File: src/include/ps2kh_defines.svh
`ifndef PS2KH_DEFINES_SVH
`define PS2KH_DEFINES_SVH
// register byte offsets
`define KH_ADDR_CTRL    8'h00
`define KH_ADDR_TXDATA  8'h04
`define KH_ADDR_STATUS  8'h08
`define KH_ADDR_RXDATA  8'h0C
`define KH_ADDR_LEDS    8'h10
`define KH_ADDR_TYPEM   8'h14
// control fields
`define KH_CTRL_ENABLE  0
`define KH_CTRL_RESET   32'h0000_0001
// status fields
`define KH_ST_BUSY      0
`define KH_ST_RXFULL    1
`define KH_ST_PARERR    2
`define KH_ST_ACKOK     3
`define KH_ST_RESEND    4
`define KH_ST_MODE_LO   5
`define KH_ST_OPTPEND   7
// keyboard command and reply codes
`define KH_CMD_LEDS     8'hED
`define KH_CMD_SCANSET  8'hF0
`define KH_CMD_TYPEM    8'hF3
`define KH_CMD_RESET    8'hFF
`define KH_RPL_RESEND   8'hFE
// mode codes
`define KH_MODE_1       2'h1
`define KH_MODE_2       2'h2
`define KH_MODE_3       2'h3
`define KH_OPT_MODE_MAX 8'h03
// option byte fields
`define KH_LED_W        3
`define KH_TYPEM_W      7
// frame bit positions
`define KH_BIT_PARITY   4'h9
`define KH_BIT_STOP     4'hA
`define KH_BIT_LAST_TX  4'hB
// timing
`define KH_INHIBIT_US   60
`define KH_CLK_MHZ      250
// axi responses
`define KH_RESP_OKAY    2'h0
`define KH_RESP_SLVERR  2'h2
`endif

File: src/include/ps2kh_pkg.sv
package ps2kh_pkg;
  typedef enum logic [2:0] {
    KH_IDLE,
    KH_WAITRX,
    KH_INHIBIT,
    KH_SEND,
    KH_HOLD
  } ps2kh_tx_t;
  typedef logic [7:0] ps2kh_byte_t;
endpackage : ps2kh_pkg

File: src/hdl/ps2kh_link.sv
// Functional notes
// - mode 1 one-way, modes 2/3 two-way, 2 default
// - hold clock low 60 us before sending
// - let keyboard frame finish before taking link
// - pull data low to start; keyboard clocks
// - send command byte LSb first, bit per clock
// - odd parity bit after eighth data bit
// - pull clock low after stop to inhibit
// - signal processor attention on IRQ1 line
// - EDh option byte: caps, num, scroll bits
// - F0h option byte selects mode 1..3
// - F3h byte: delay bits 6:5, rate 4:0
`timescale 1ns/1ps
`include "ps2kh_defines.svh"
module ps2kh_link
#(
  parameter int INHIBIT_CYC = `KH_INHIBIT_US * `KH_CLK_MHZ
)
(
  input  wire logic               clk_sys,
  input  wire logic               rst,
  input  wire logic [7:0]         s_axi_awaddr,
  input  wire logic               s_axi_awvalid,
  output logic                    s_axi_awready,
  input  wire logic [31:0]        s_axi_wdata,
  input  wire logic [3:0]         s_axi_wstrb,
  input  wire logic               s_axi_wvalid,
  output logic                    s_axi_wready,
  output logic [1:0]              s_axi_bresp,
  output logic                    s_axi_bvalid,
  input  wire logic               s_axi_bready,
  input  wire logic [7:0]         s_axi_araddr,
  input  wire logic               s_axi_arvalid,
  output logic                    s_axi_arready,
  output logic [31:0]             s_axi_rdata,
  output logic [1:0]              s_axi_rresp,
  output logic                    s_axi_rvalid,
  input  wire logic               s_axi_rready,
  input  wire logic               kbClkIn,
  output logic                    kbClkOut,
  output logic                    kbClkOe,
  input  wire logic               kbDatIn,
  output logic                    kbDatOut,
  output logic                    kbDatOe,
  output logic                    kbIrq1
);
  import ps2kh_pkg::*;

  logic        clkLvl;
  logic        clkFall;
  logic        datLvl;

  ps2kh_sync uClkSync
  (
    .clk_sys (clk_sys),
    .rst     (rst),
    .pinIn   (kbClkIn),
    .level   (clkLvl),
    .fall    (clkFall)
  );

  ps2kh_sync uDatSync
  (
    .clk_sys (clk_sys),
    .rst     (rst),
    .pinIn   (kbDatIn),
    .level   (datLvl),
    .fall    ()
  );

  // bus slave state
  logic        awHeld_ff;
  logic        wHeld_ff;
  logic [7:0]  awAddr_ff;
  logic [31:0] wData_ff;
  logic        awReady_ff;
  logic        wReady_ff;
  logic        bValid_ff;
  logic [1:0]  bResp_ff;
  logic        arReady_ff;
  logic        rValid_ff;
  logic [1:0]  rResp_ff;
  logic [31:0] rData_ff;

  // block state
  ps2kh_tx_t   txState_ff;
  logic [13:0] timer_ff;
  logic [3:0]  txBit_ff;
  logic [8:0]  txShift_ff;
  ps2kh_byte_t txByte_ff;
  ps2kh_byte_t lastCmd_ff;
  logic        optPend_ff;
  logic        enable_ff;
  logic        ackOk_ff;
  logic        resend_ff;
  logic [3:0]  rxBit_ff;
  logic [8:0]  rxShift_ff;
  ps2kh_byte_t rxData_ff;
  logic        rxFull_ff;
  logic        parErr_ff;
  logic [1:0]  mode_ff;
  logic [2:0]  leds_ff;
  logic [6:0]  typem_ff;
  logic        clkOe_ff;
  logic        datOe_ff;

  // write path decode
  wire         doWrite   = awHeld_ff & wHeld_ff & ~bValid_ff;
  wire         wrCtrl    = doWrite & (awAddr_ff == `KH_ADDR_CTRL);
  wire         wrTx      = doWrite & (awAddr_ff == `KH_ADDR_TXDATA);
  wire         wrMapped  = wrCtrl | wrTx | (awAddr_ff == `KH_ADDR_STATUS)
                           | (awAddr_ff == `KH_ADDR_RXDATA)
                           | (awAddr_ff == `KH_ADDR_LEDS)
                           | (awAddr_ff == `KH_ADDR_TYPEM);
  wire         txAccept  = wrTx & (txState_ff == KH_IDLE);

  // read path decode
  wire         doRead    = s_axi_arvalid & arReady_ff;
  wire         rdRx      = doRead & (s_axi_araddr == `KH_ADDR_RXDATA);
  wire [31:0]  statusWord = {24'h00_0000, optPend_ff, mode_ff, resend_ff,
                             ackOk_ff, parErr_ff, rxFull_ff,
                             (txState_ff != KH_IDLE)};
  wire         rdHit     = (s_axi_araddr == `KH_ADDR_CTRL)
                           | (s_axi_araddr == `KH_ADDR_TXDATA)
                           | (s_axi_araddr == `KH_ADDR_STATUS)
                           | (s_axi_araddr == `KH_ADDR_RXDATA)
                           | (s_axi_araddr == `KH_ADDR_LEDS)
                           | (s_axi_araddr == `KH_ADDR_TYPEM);
  wire [31:0]  rdMux     =
    (s_axi_araddr == `KH_ADDR_CTRL)   ? {31'h0, enable_ff} :
    (s_axi_araddr == `KH_ADDR_TXDATA) ? {24'h00_0000, txByte_ff} :
    (s_axi_araddr == `KH_ADDR_STATUS) ? statusWord :
    (s_axi_araddr == `KH_ADDR_RXDATA) ? {24'h00_0000, rxData_ff} :
    (s_axi_araddr == `KH_ADDR_LEDS)   ? {29'h0, leds_ff} :
    (s_axi_araddr == `KH_ADDR_TYPEM)  ? {25'h0, typem_ff} : 32'h0000_0000;

  // link decode
  wire         txOwns    = (txState_ff == KH_SEND);
  // a start bit already on the data line counts as a frame in progress
  wire         rxIdle    = (rxBit_ff == 4'h0) & datLvl;
  wire         rxSample  = clkFall & ~txOwns & ~clkOe_ff;
  wire         rxDone    = rxSample & (rxBit_ff == `KH_BIT_STOP);
  wire         rxParOk   = ^rxShift_ff;
  wire         timerDone = (timer_ff == 14'h0000);
  wire [13:0]  inhibitLd = 14'(INHIBIT_CYC - 1);
  wire         optByte   = optPend_ff;
  wire [1:0]   optMode   = txByte_ff[1:0];
  wire         optModeOk = (txByte_ff != 8'h00) & (txByte_ff <= `KH_OPT_MODE_MAX);

  // bus channel handshakes
  always_ff @(posedge clk_sys or posedge rst)
  begin
    if (rst)
    begin
      awHeld_ff  <= 1'b0;
      wHeld_ff   <= 1'b0;
      awAddr_ff  <= 8'h00;
      wData_ff   <= 32'h0000_0000;
      awReady_ff <= 1'b1;
      wReady_ff  <= 1'b1;
      bValid_ff  <= 1'b0;
      bResp_ff   <= `KH_RESP_OKAY;
    end
    else
    begin
      if (s_axi_awvalid & awReady_ff)
      begin
        awHeld_ff  <= 1'b1;
        awAddr_ff  <= s_axi_awaddr;
        awReady_ff <= 1'b0;
      end
      if (s_axi_wvalid & wReady_ff)
      begin
        wHeld_ff  <= 1'b1;
        wData_ff  <= s_axi_wdata;
        wReady_ff <= 1'b0;
      end
      if (doWrite)
      begin
        bValid_ff <= 1'b1;
        bResp_ff  <= wrMapped ? `KH_RESP_OKAY : `KH_RESP_SLVERR;
        awHeld_ff <= 1'b0;
        wHeld_ff  <= 1'b0;
      end
      if (bValid_ff & s_axi_bready)
      begin
        bValid_ff  <= 1'b0;
        awReady_ff <= 1'b1;
        wReady_ff  <= 1'b1;
      end
    end
  end

  always_ff @(posedge clk_sys or posedge rst)
  begin
    if (rst)
    begin
      arReady_ff <= 1'b1;
      rValid_ff  <= 1'b0;
      rResp_ff   <= `KH_RESP_OKAY;
      rData_ff   <= 32'h0000_0000;
    end
    else if (doRead)
    begin
      arReady_ff <= 1'b0;
      rValid_ff  <= 1'b1;
      rResp_ff   <= rdHit ? `KH_RESP_OKAY : `KH_RESP_SLVERR;
      rData_ff   <= rdMux;
    end
    else if (rValid_ff & s_axi_rready)
    begin
      rValid_ff  <= 1'b0;
      arReady_ff <= 1'b1;
    end
  end

  // transmit sequencer
  always_ff @(posedge clk_sys or posedge rst)
  begin
    if (rst)
    begin
      txState_ff <= KH_IDLE;
      timer_ff   <= 14'h0000;
      txBit_ff   <= 4'h0;
      txShift_ff <= 9'h1FF;
      txByte_ff  <= 8'h00;
      clkOe_ff   <= 1'b0;
      datOe_ff   <= 1'b0;
      ackOk_ff   <= 1'b0;
    end
    else
    begin
      unique case (txState_ff)
        KH_IDLE:
        begin
          clkOe_ff <= ~enable_ff;
          datOe_ff <= 1'b0;
          if (txAccept)
          begin
            txByte_ff  <= wData_ff[7:0];
            txShift_ff <= {~^wData_ff[7:0], wData_ff[7:0]};
            ackOk_ff   <= 1'b0;
            txState_ff <= KH_WAITRX;
          end
        end
        KH_WAITRX:
        begin
          if (rxIdle)
          begin
            clkOe_ff   <= 1'b1;
            timer_ff   <= inhibitLd;
            txState_ff <= KH_INHIBIT;
          end
        end
        KH_INHIBIT:
        begin
          if (timerDone)
          begin
            datOe_ff   <= 1'b1;
            clkOe_ff   <= 1'b0;
            txBit_ff   <= 4'h0;
            txState_ff <= KH_SEND;
          end
          else
            timer_ff <= timer_ff - 14'h0001;
        end
        KH_SEND:
        begin
          if (clkFall)
          begin
            txBit_ff <= txBit_ff + 4'h1;
            if (txBit_ff < `KH_BIT_PARITY)
            begin
              datOe_ff   <= ~txShift_ff[0];
              txShift_ff <= {1'b1, txShift_ff[8:1]};
            end
            else if (txBit_ff == `KH_BIT_PARITY)
              datOe_ff <= 1'b0;
            else
            begin
              ackOk_ff   <= ~datLvl;
              clkOe_ff   <= 1'b1;
              timer_ff   <= inhibitLd;
              txState_ff <= KH_HOLD;
            end
          end
        end
        KH_HOLD:
        begin
          if (timerDone)
          begin
            clkOe_ff   <= 1'b0;
            txState_ff <= KH_IDLE;
          end
          else
            timer_ff <= timer_ff - 14'h0001;
        end
      endcase
    end
  end

  // receive framing
  always_ff @(posedge clk_sys or posedge rst)
  begin
    if (rst)
    begin
      rxBit_ff   <= 4'h0;
      rxShift_ff <= 9'h000;
      rxData_ff  <= 8'h00;
      rxFull_ff  <= 1'b0;
      parErr_ff  <= 1'b0;
      resend_ff  <= 1'b0;
    end
    else
    begin
      if (rdRx)
        rxFull_ff <= 1'b0;
      if (rxSample)
      begin
        if (rxBit_ff == 4'h0)
          rxBit_ff <= datLvl ? 4'h0 : 4'h1;
        else if (rxBit_ff != `KH_BIT_STOP)
        begin
          rxShift_ff <= {datLvl, rxShift_ff[8:1]};
          rxBit_ff   <= rxBit_ff + 4'h1;
        end
        else
          rxBit_ff <= 4'h0;
      end
      if (rxDone)
      begin
        rxData_ff <= rxShift_ff[7:0];
        rxFull_ff <= 1'b1;
        parErr_ff <= ~rxParOk | ~datLvl;
        resend_ff <= (rxShift_ff[7:0] == `KH_RPL_RESEND);
      end
    end
  end

  // command tracking and option bytes
  always_ff @(posedge clk_sys or posedge rst)
  begin
    if (rst)
    begin
      enable_ff  <= 1'b1;
      lastCmd_ff <= 8'h00;
      optPend_ff <= 1'b0;
      mode_ff    <= `KH_MODE_2;
      leds_ff    <= 3'h0;
      typem_ff   <= 7'h00;
    end
    else
    begin
      if (wrCtrl)
        enable_ff <= wData_ff[`KH_CTRL_ENABLE];
      if ((txState_ff == KH_HOLD) & timerDone)
      begin
        if (optByte)
        begin
          optPend_ff <= 1'b0;
          if (lastCmd_ff == `KH_CMD_LEDS)
            leds_ff <= txByte_ff[2:0];
          else if ((lastCmd_ff == `KH_CMD_SCANSET) & optModeOk)
            mode_ff <= optMode;
          else if (lastCmd_ff == `KH_CMD_TYPEM)
            typem_ff <= txByte_ff[6:0];
        end
        else
        begin
          lastCmd_ff <= txByte_ff;
          optPend_ff <= (txByte_ff == `KH_CMD_LEDS)
                        | (txByte_ff == `KH_CMD_SCANSET)
                        | (txByte_ff == `KH_CMD_TYPEM);
          if (txByte_ff == `KH_CMD_RESET)
            mode_ff <= `KH_MODE_2;
        end
      end
    end
  end

  assign s_axi_awready = awReady_ff;
  assign s_axi_wready  = wReady_ff;
  assign s_axi_bvalid  = bValid_ff;
  assign s_axi_bresp   = bResp_ff;
  assign s_axi_arready = arReady_ff;
  assign s_axi_rvalid  = rValid_ff;
  assign s_axi_rresp   = rResp_ff;
  assign s_axi_rdata   = rData_ff;
  assign kbClkOut      = 1'b0;
  assign kbDatOut      = 1'b0;
  assign kbClkOe       = clkOe_ff;
  assign kbDatOe       = datOe_ff;
  assign kbIrq1        = rxFull_ff;
endmodule : ps2kh_link

File: src/hdl/ps2kh_sync.sv
`timescale 1ns/1ps
module ps2kh_sync
(
  input  wire logic clk_sys,
  input  wire logic rst,
  input  wire logic pinIn,
  output logic      level,
  output logic      fall
);
  logic meta_ff;
  logic sync_ff;
  logic prev_ff;
  logic fall_ff;

  always_ff @(posedge clk_sys or posedge rst)
  begin
    if (rst)
    begin
      meta_ff <= 1'b1;
      sync_ff <= 1'b1;
      prev_ff <= 1'b1;
      fall_ff <= 1'b0;
    end
    else
    begin
      meta_ff <= pinIn;
      sync_ff <= meta_ff;
      prev_ff <= sync_ff;
      fall_ff <= prev_ff & ~sync_ff;
    end
  end

  assign level = prev_ff;
  assign fall  = fall_ff;
endmodule : ps2kh_sync

File: config.mk
export PLATFORM = sky130hd
export DESIGN_NAME = ps2kh_link
export DESIGN_NICKNAME = d
export VERILOG_FILES = /design/src/include/ps2kh_pkg.sv /design/src/hdl/ps2kh_link.sv /design/src/hdl/ps2kh_sync.sv
export VERILOG_INCLUDE_DIRS = /design/src /design/src/include
export SDC_FILE = /design/constraint.sdc
export NUM_CORES = 1
export LEC_CHECK = 0
export BUFFER_PORTS_ARGS = -buffer_cell sky130_fd_sc_hd__buf_2
export CAP_MARGIN = 10
export CORE_ASPECT_RATIO = 1.75
export CORE_MARGIN = 2
export CORE_UTILIZATION = 55
export DETAILED_ROUTE_END_ITERATION = 16
export HOLD_SLACK_MARGIN = 0.06
export PLACE_DENSITY = 0.78
export SLEW_MARGIN = 20
export SYNTH_ARGS = -nofsm -noshare
export SYNTH_HDL_FRONTEND = slang
export SYNTH_SLANG_ARGS = --single-unit
File: constraint.sdc
create_clock -name clk_sys -period 5.25 [get_ports clk_sys]
set_input_delay 0.525 -clock clk_sys [delete_from_list [all_inputs] [get_ports clk_sys]]
set_output_delay 0.525 -clock clk_sys [all_outputs]
set_load 0.01 [all_outputs]
==> flow_metrics.env <==
export IMPL_hold_buffers=0
export IMPL_initial_core_util=0.563
export IMPL_grt_first_pass_wirelength_microns=21200
export IMPL_powerDensity_nw_per_um2=469
export IMPL_num_vias=4415
export IMPL_grt_usage=0.219
export IMPL_dpl_cell_count=733
export IMPL_synthArstFlopShare=1.00
export IMPL_die_y_microns=145
export IMPL_clk_pin_slew_ps=60
export IMPL_fin_cells=766
export IMPL_hold_viol=0
export IMPL_clock_fmax_mhz=352
export IMPL_antenna_found_initial=0
export IMPL_synthFlopType="dfrtp_1"
export IMPL_min_period_over_period=0.541
export IMPL_synth_edff_count=0
export IMPL_worstPathArrival_ps=3140
export IMPL_clk_insertion_delay_late_ps=420
export IMPL_cts_buffers=17
export IMPL_peakVddDrop_uv=319
export IMPL_start_kind="register"
export IMPL_firstDrtPassIters=4
export IMPL_ys_seq_area_frac=0.512
export IMPL_finalSetupViolations=0
export IMPL_netlist_instances=569
export IMPL_synthesis_area_sq_um=6260
export IMPL_slew_violations=0
export IMPL_worst_pin_slew_ps=1010
export IMPL_endpoint_kind="register"
export IMPL_nets=693
export IMPL_grt_pass1_vias=4479
export IMPL_p_seq_frac=0.425
export IMPL_cts_max_level=4
export IMPL_combPwrFrac=0.223
export IMPL_switching_share=0.314
export IMPL_ys_seq_elements=127
export IMPL_ys_warn_count=0
export IMPL_ios=107
export IMPL_max_cap_violations=0
export IMPL_cts_root_buf="clkbuf_16"
export IMPL_dpl_hpwl_microns=8940
export IMPL_clock_skew_final_ps=8.13
export IMPL_final_min_clock_period_ps=2840
export IMPL_power_frac_clock=0.351
export IMPL_syn_area_per_cell_sq_um=11.0
export IMPL_synth_cell_types=63
export IMPL_final_cell_mix="dfrtp_1, nand2_1, mux2_2"
export IMPL_final_common_cell="dfrtp_1"
export IMPL_status="finished, final reports clean"
export IMPL_drive_gt1_frac=0.268
export IMPL_slew_headroom=0.327
export IMPL_ctsResizeCount=0
export IMPL_cts_sinks=127
export IMPL_drtIter0Drc=237
export IMPL_leakagePower_nw=3.34
export IMPL_area_growth_pct=13.7
export IMPL_grt_max_degree=86
export IMPL_cp_max_fo=13
export IMPL_hold_path_class="in -> reg"
export IMPL_die_x_microns=84.6
export IMPL_rows=51
export IMPL_cp_required_ps=5550
export IMPL_drc=0
export IMPL_drt_wl_total_microns=12800
export IMPL_place_port_buffers=50
export IMPL_fp_coreArea_sq_um=11100
export IMPL_fp_dieArea_sq_um=12300
export IMPL_post_cts_buffers=0
export IMPL_hold_slack_ps=205
export IMPL_fill_cells=854
export IMPL_switchingPower_mw=1.05
export IMPL_clockBufferDepth=2
export IMPL_grt_overflow_total=0
export IMPL_fin_tns_setup_ps=0
export IMPL_finalCoreUtilization=0.641
export IMPL_cts_tree="done"
export IMPL_diodes=0
export IMPL_avgRoutedWirePerCell_microns=16.7
export IMPL_rsz0062_at_grt="false"
export IMPL_globalplace_congestion=0.798
export IMPL_internal_power_mw=2.29
export IMPL_crit_type="reg -> reg"
export IMPL_ant_nets=0
export IMPL_vias_per_cell=5.76
-- power by group through the flow --
stage | registers, mW | logic [mW] | clock network (mW)
after CTS | 1.42 | 0.751 | 1.19
after floorplan | 1.36 | 0.622 | 0
after global routing | 1.45 | 0.844 | 1.23
after global placement | 1.41 | 0.710 | 0
after detailed placement | 1.43 | 0.739 | 0
final | 1.42 | 0.744 | 1.17
-- logic make-up after synthesis --
logic type | Yosys count | synth area share
simple gates | 171 | 0.147
flops | 127 | 0.512
fa+ha+maj | 11 | 0.0220
xor+xnor | 20 | 0.0280
mux | 79 | 0.137
buf+inv | 65 | 0.0560
other cells | 1 | 0.000599
compound gates | 95 | 0.0968
-- metal layers --
metal	up-vias	track usage	part of all wire
met5	-	0	0
met1	2181	0.230	0.37
li1	2081	-	-
met4	0	0.106	0.031
met3	30	0.0512	0.040
met2	123	0.399	0.56
-- path summary, 6_finish.rpt --
path                       slack, ps              from  cells past startpoint                to
min in group asynchronous        240               rst                      2       rxBit_ff[1]
hold / removal                   210           kbClkIn                      1  uClkSync.meta_ff
hold reg to reg                  350  uDatSync.meta_ff                      0  uDatSync.sync_ff
setup reg to reg                2410     txState_ff[2]                      4      rxData_ff[2]
max in group asynchronous       3970               rst                      3        mode_ff[1]
setup / recovery                2410     txState_ff[2]                      4      rxData_ff[2]
-- critical path, cell delays in order, from the launching register on --
cell      delay (ps)
dfrtp_1          630
nand3b_1         570
nand3b_1         260
nor2_1           830
mux2_2           420
-- final cells by class --
class	count	area [sq um]	area share
sequential	127	3200	0.450
multi-input combinational	404	2800	0.394
timing repair buffer	52	265	0.0373
inverter	19	76.3	0.0107
clock buffer	20	467	0.0656
tap	132	165	0.0232
clock inverter	12	134	0.0188
-- Yosys cell counts (10+ instances only) --
library cell / count / area (sq um)
mux2i_1: 24 / 240
nand2_1: 61 / 229
o21ai_0: 29 / 145
nor2_1: 30 / 113
xnor2_1: 11 / 96.3
nand3_1: 10 / 50.1
ha_1: 11 / 138
buf_4: 28 / 210
dfrtp_1: 107 / 2680
dfstp_2: 20 / 526
clkbuf_1: 14 / 52.6
a21oi_1: 18 / 90.1
inv_1: 19 / 71.3
nor3_1: 10 / 50.1
mux2_2: 55 / 619
-- metrics by stage --
stage	power, mW	cell area [sq um]	setup WS [ps]
after floorplan	1.98	6360	1370
after global placement	2.12	6500	2510
after detailed placement	2.17	6500	2480
after CTS	3.35	7100	2430
after global routing	3.52	7110	2220
final	3.33	7110	2410
-- registers in the layout (all words and copies together), names as in the netlist, 7 cells and up --
signal	cells
timer_ff	14
rxShift_ff	9
txShift_ff	9
awAddr_ff	8
lastCmd_ff	8
rxData_ff	8
s_axi_rdata	8
txByte_ff	8
wData_ff	8
typem_ff	7
No activity file was read; power rests on OpenSTA's default activity.
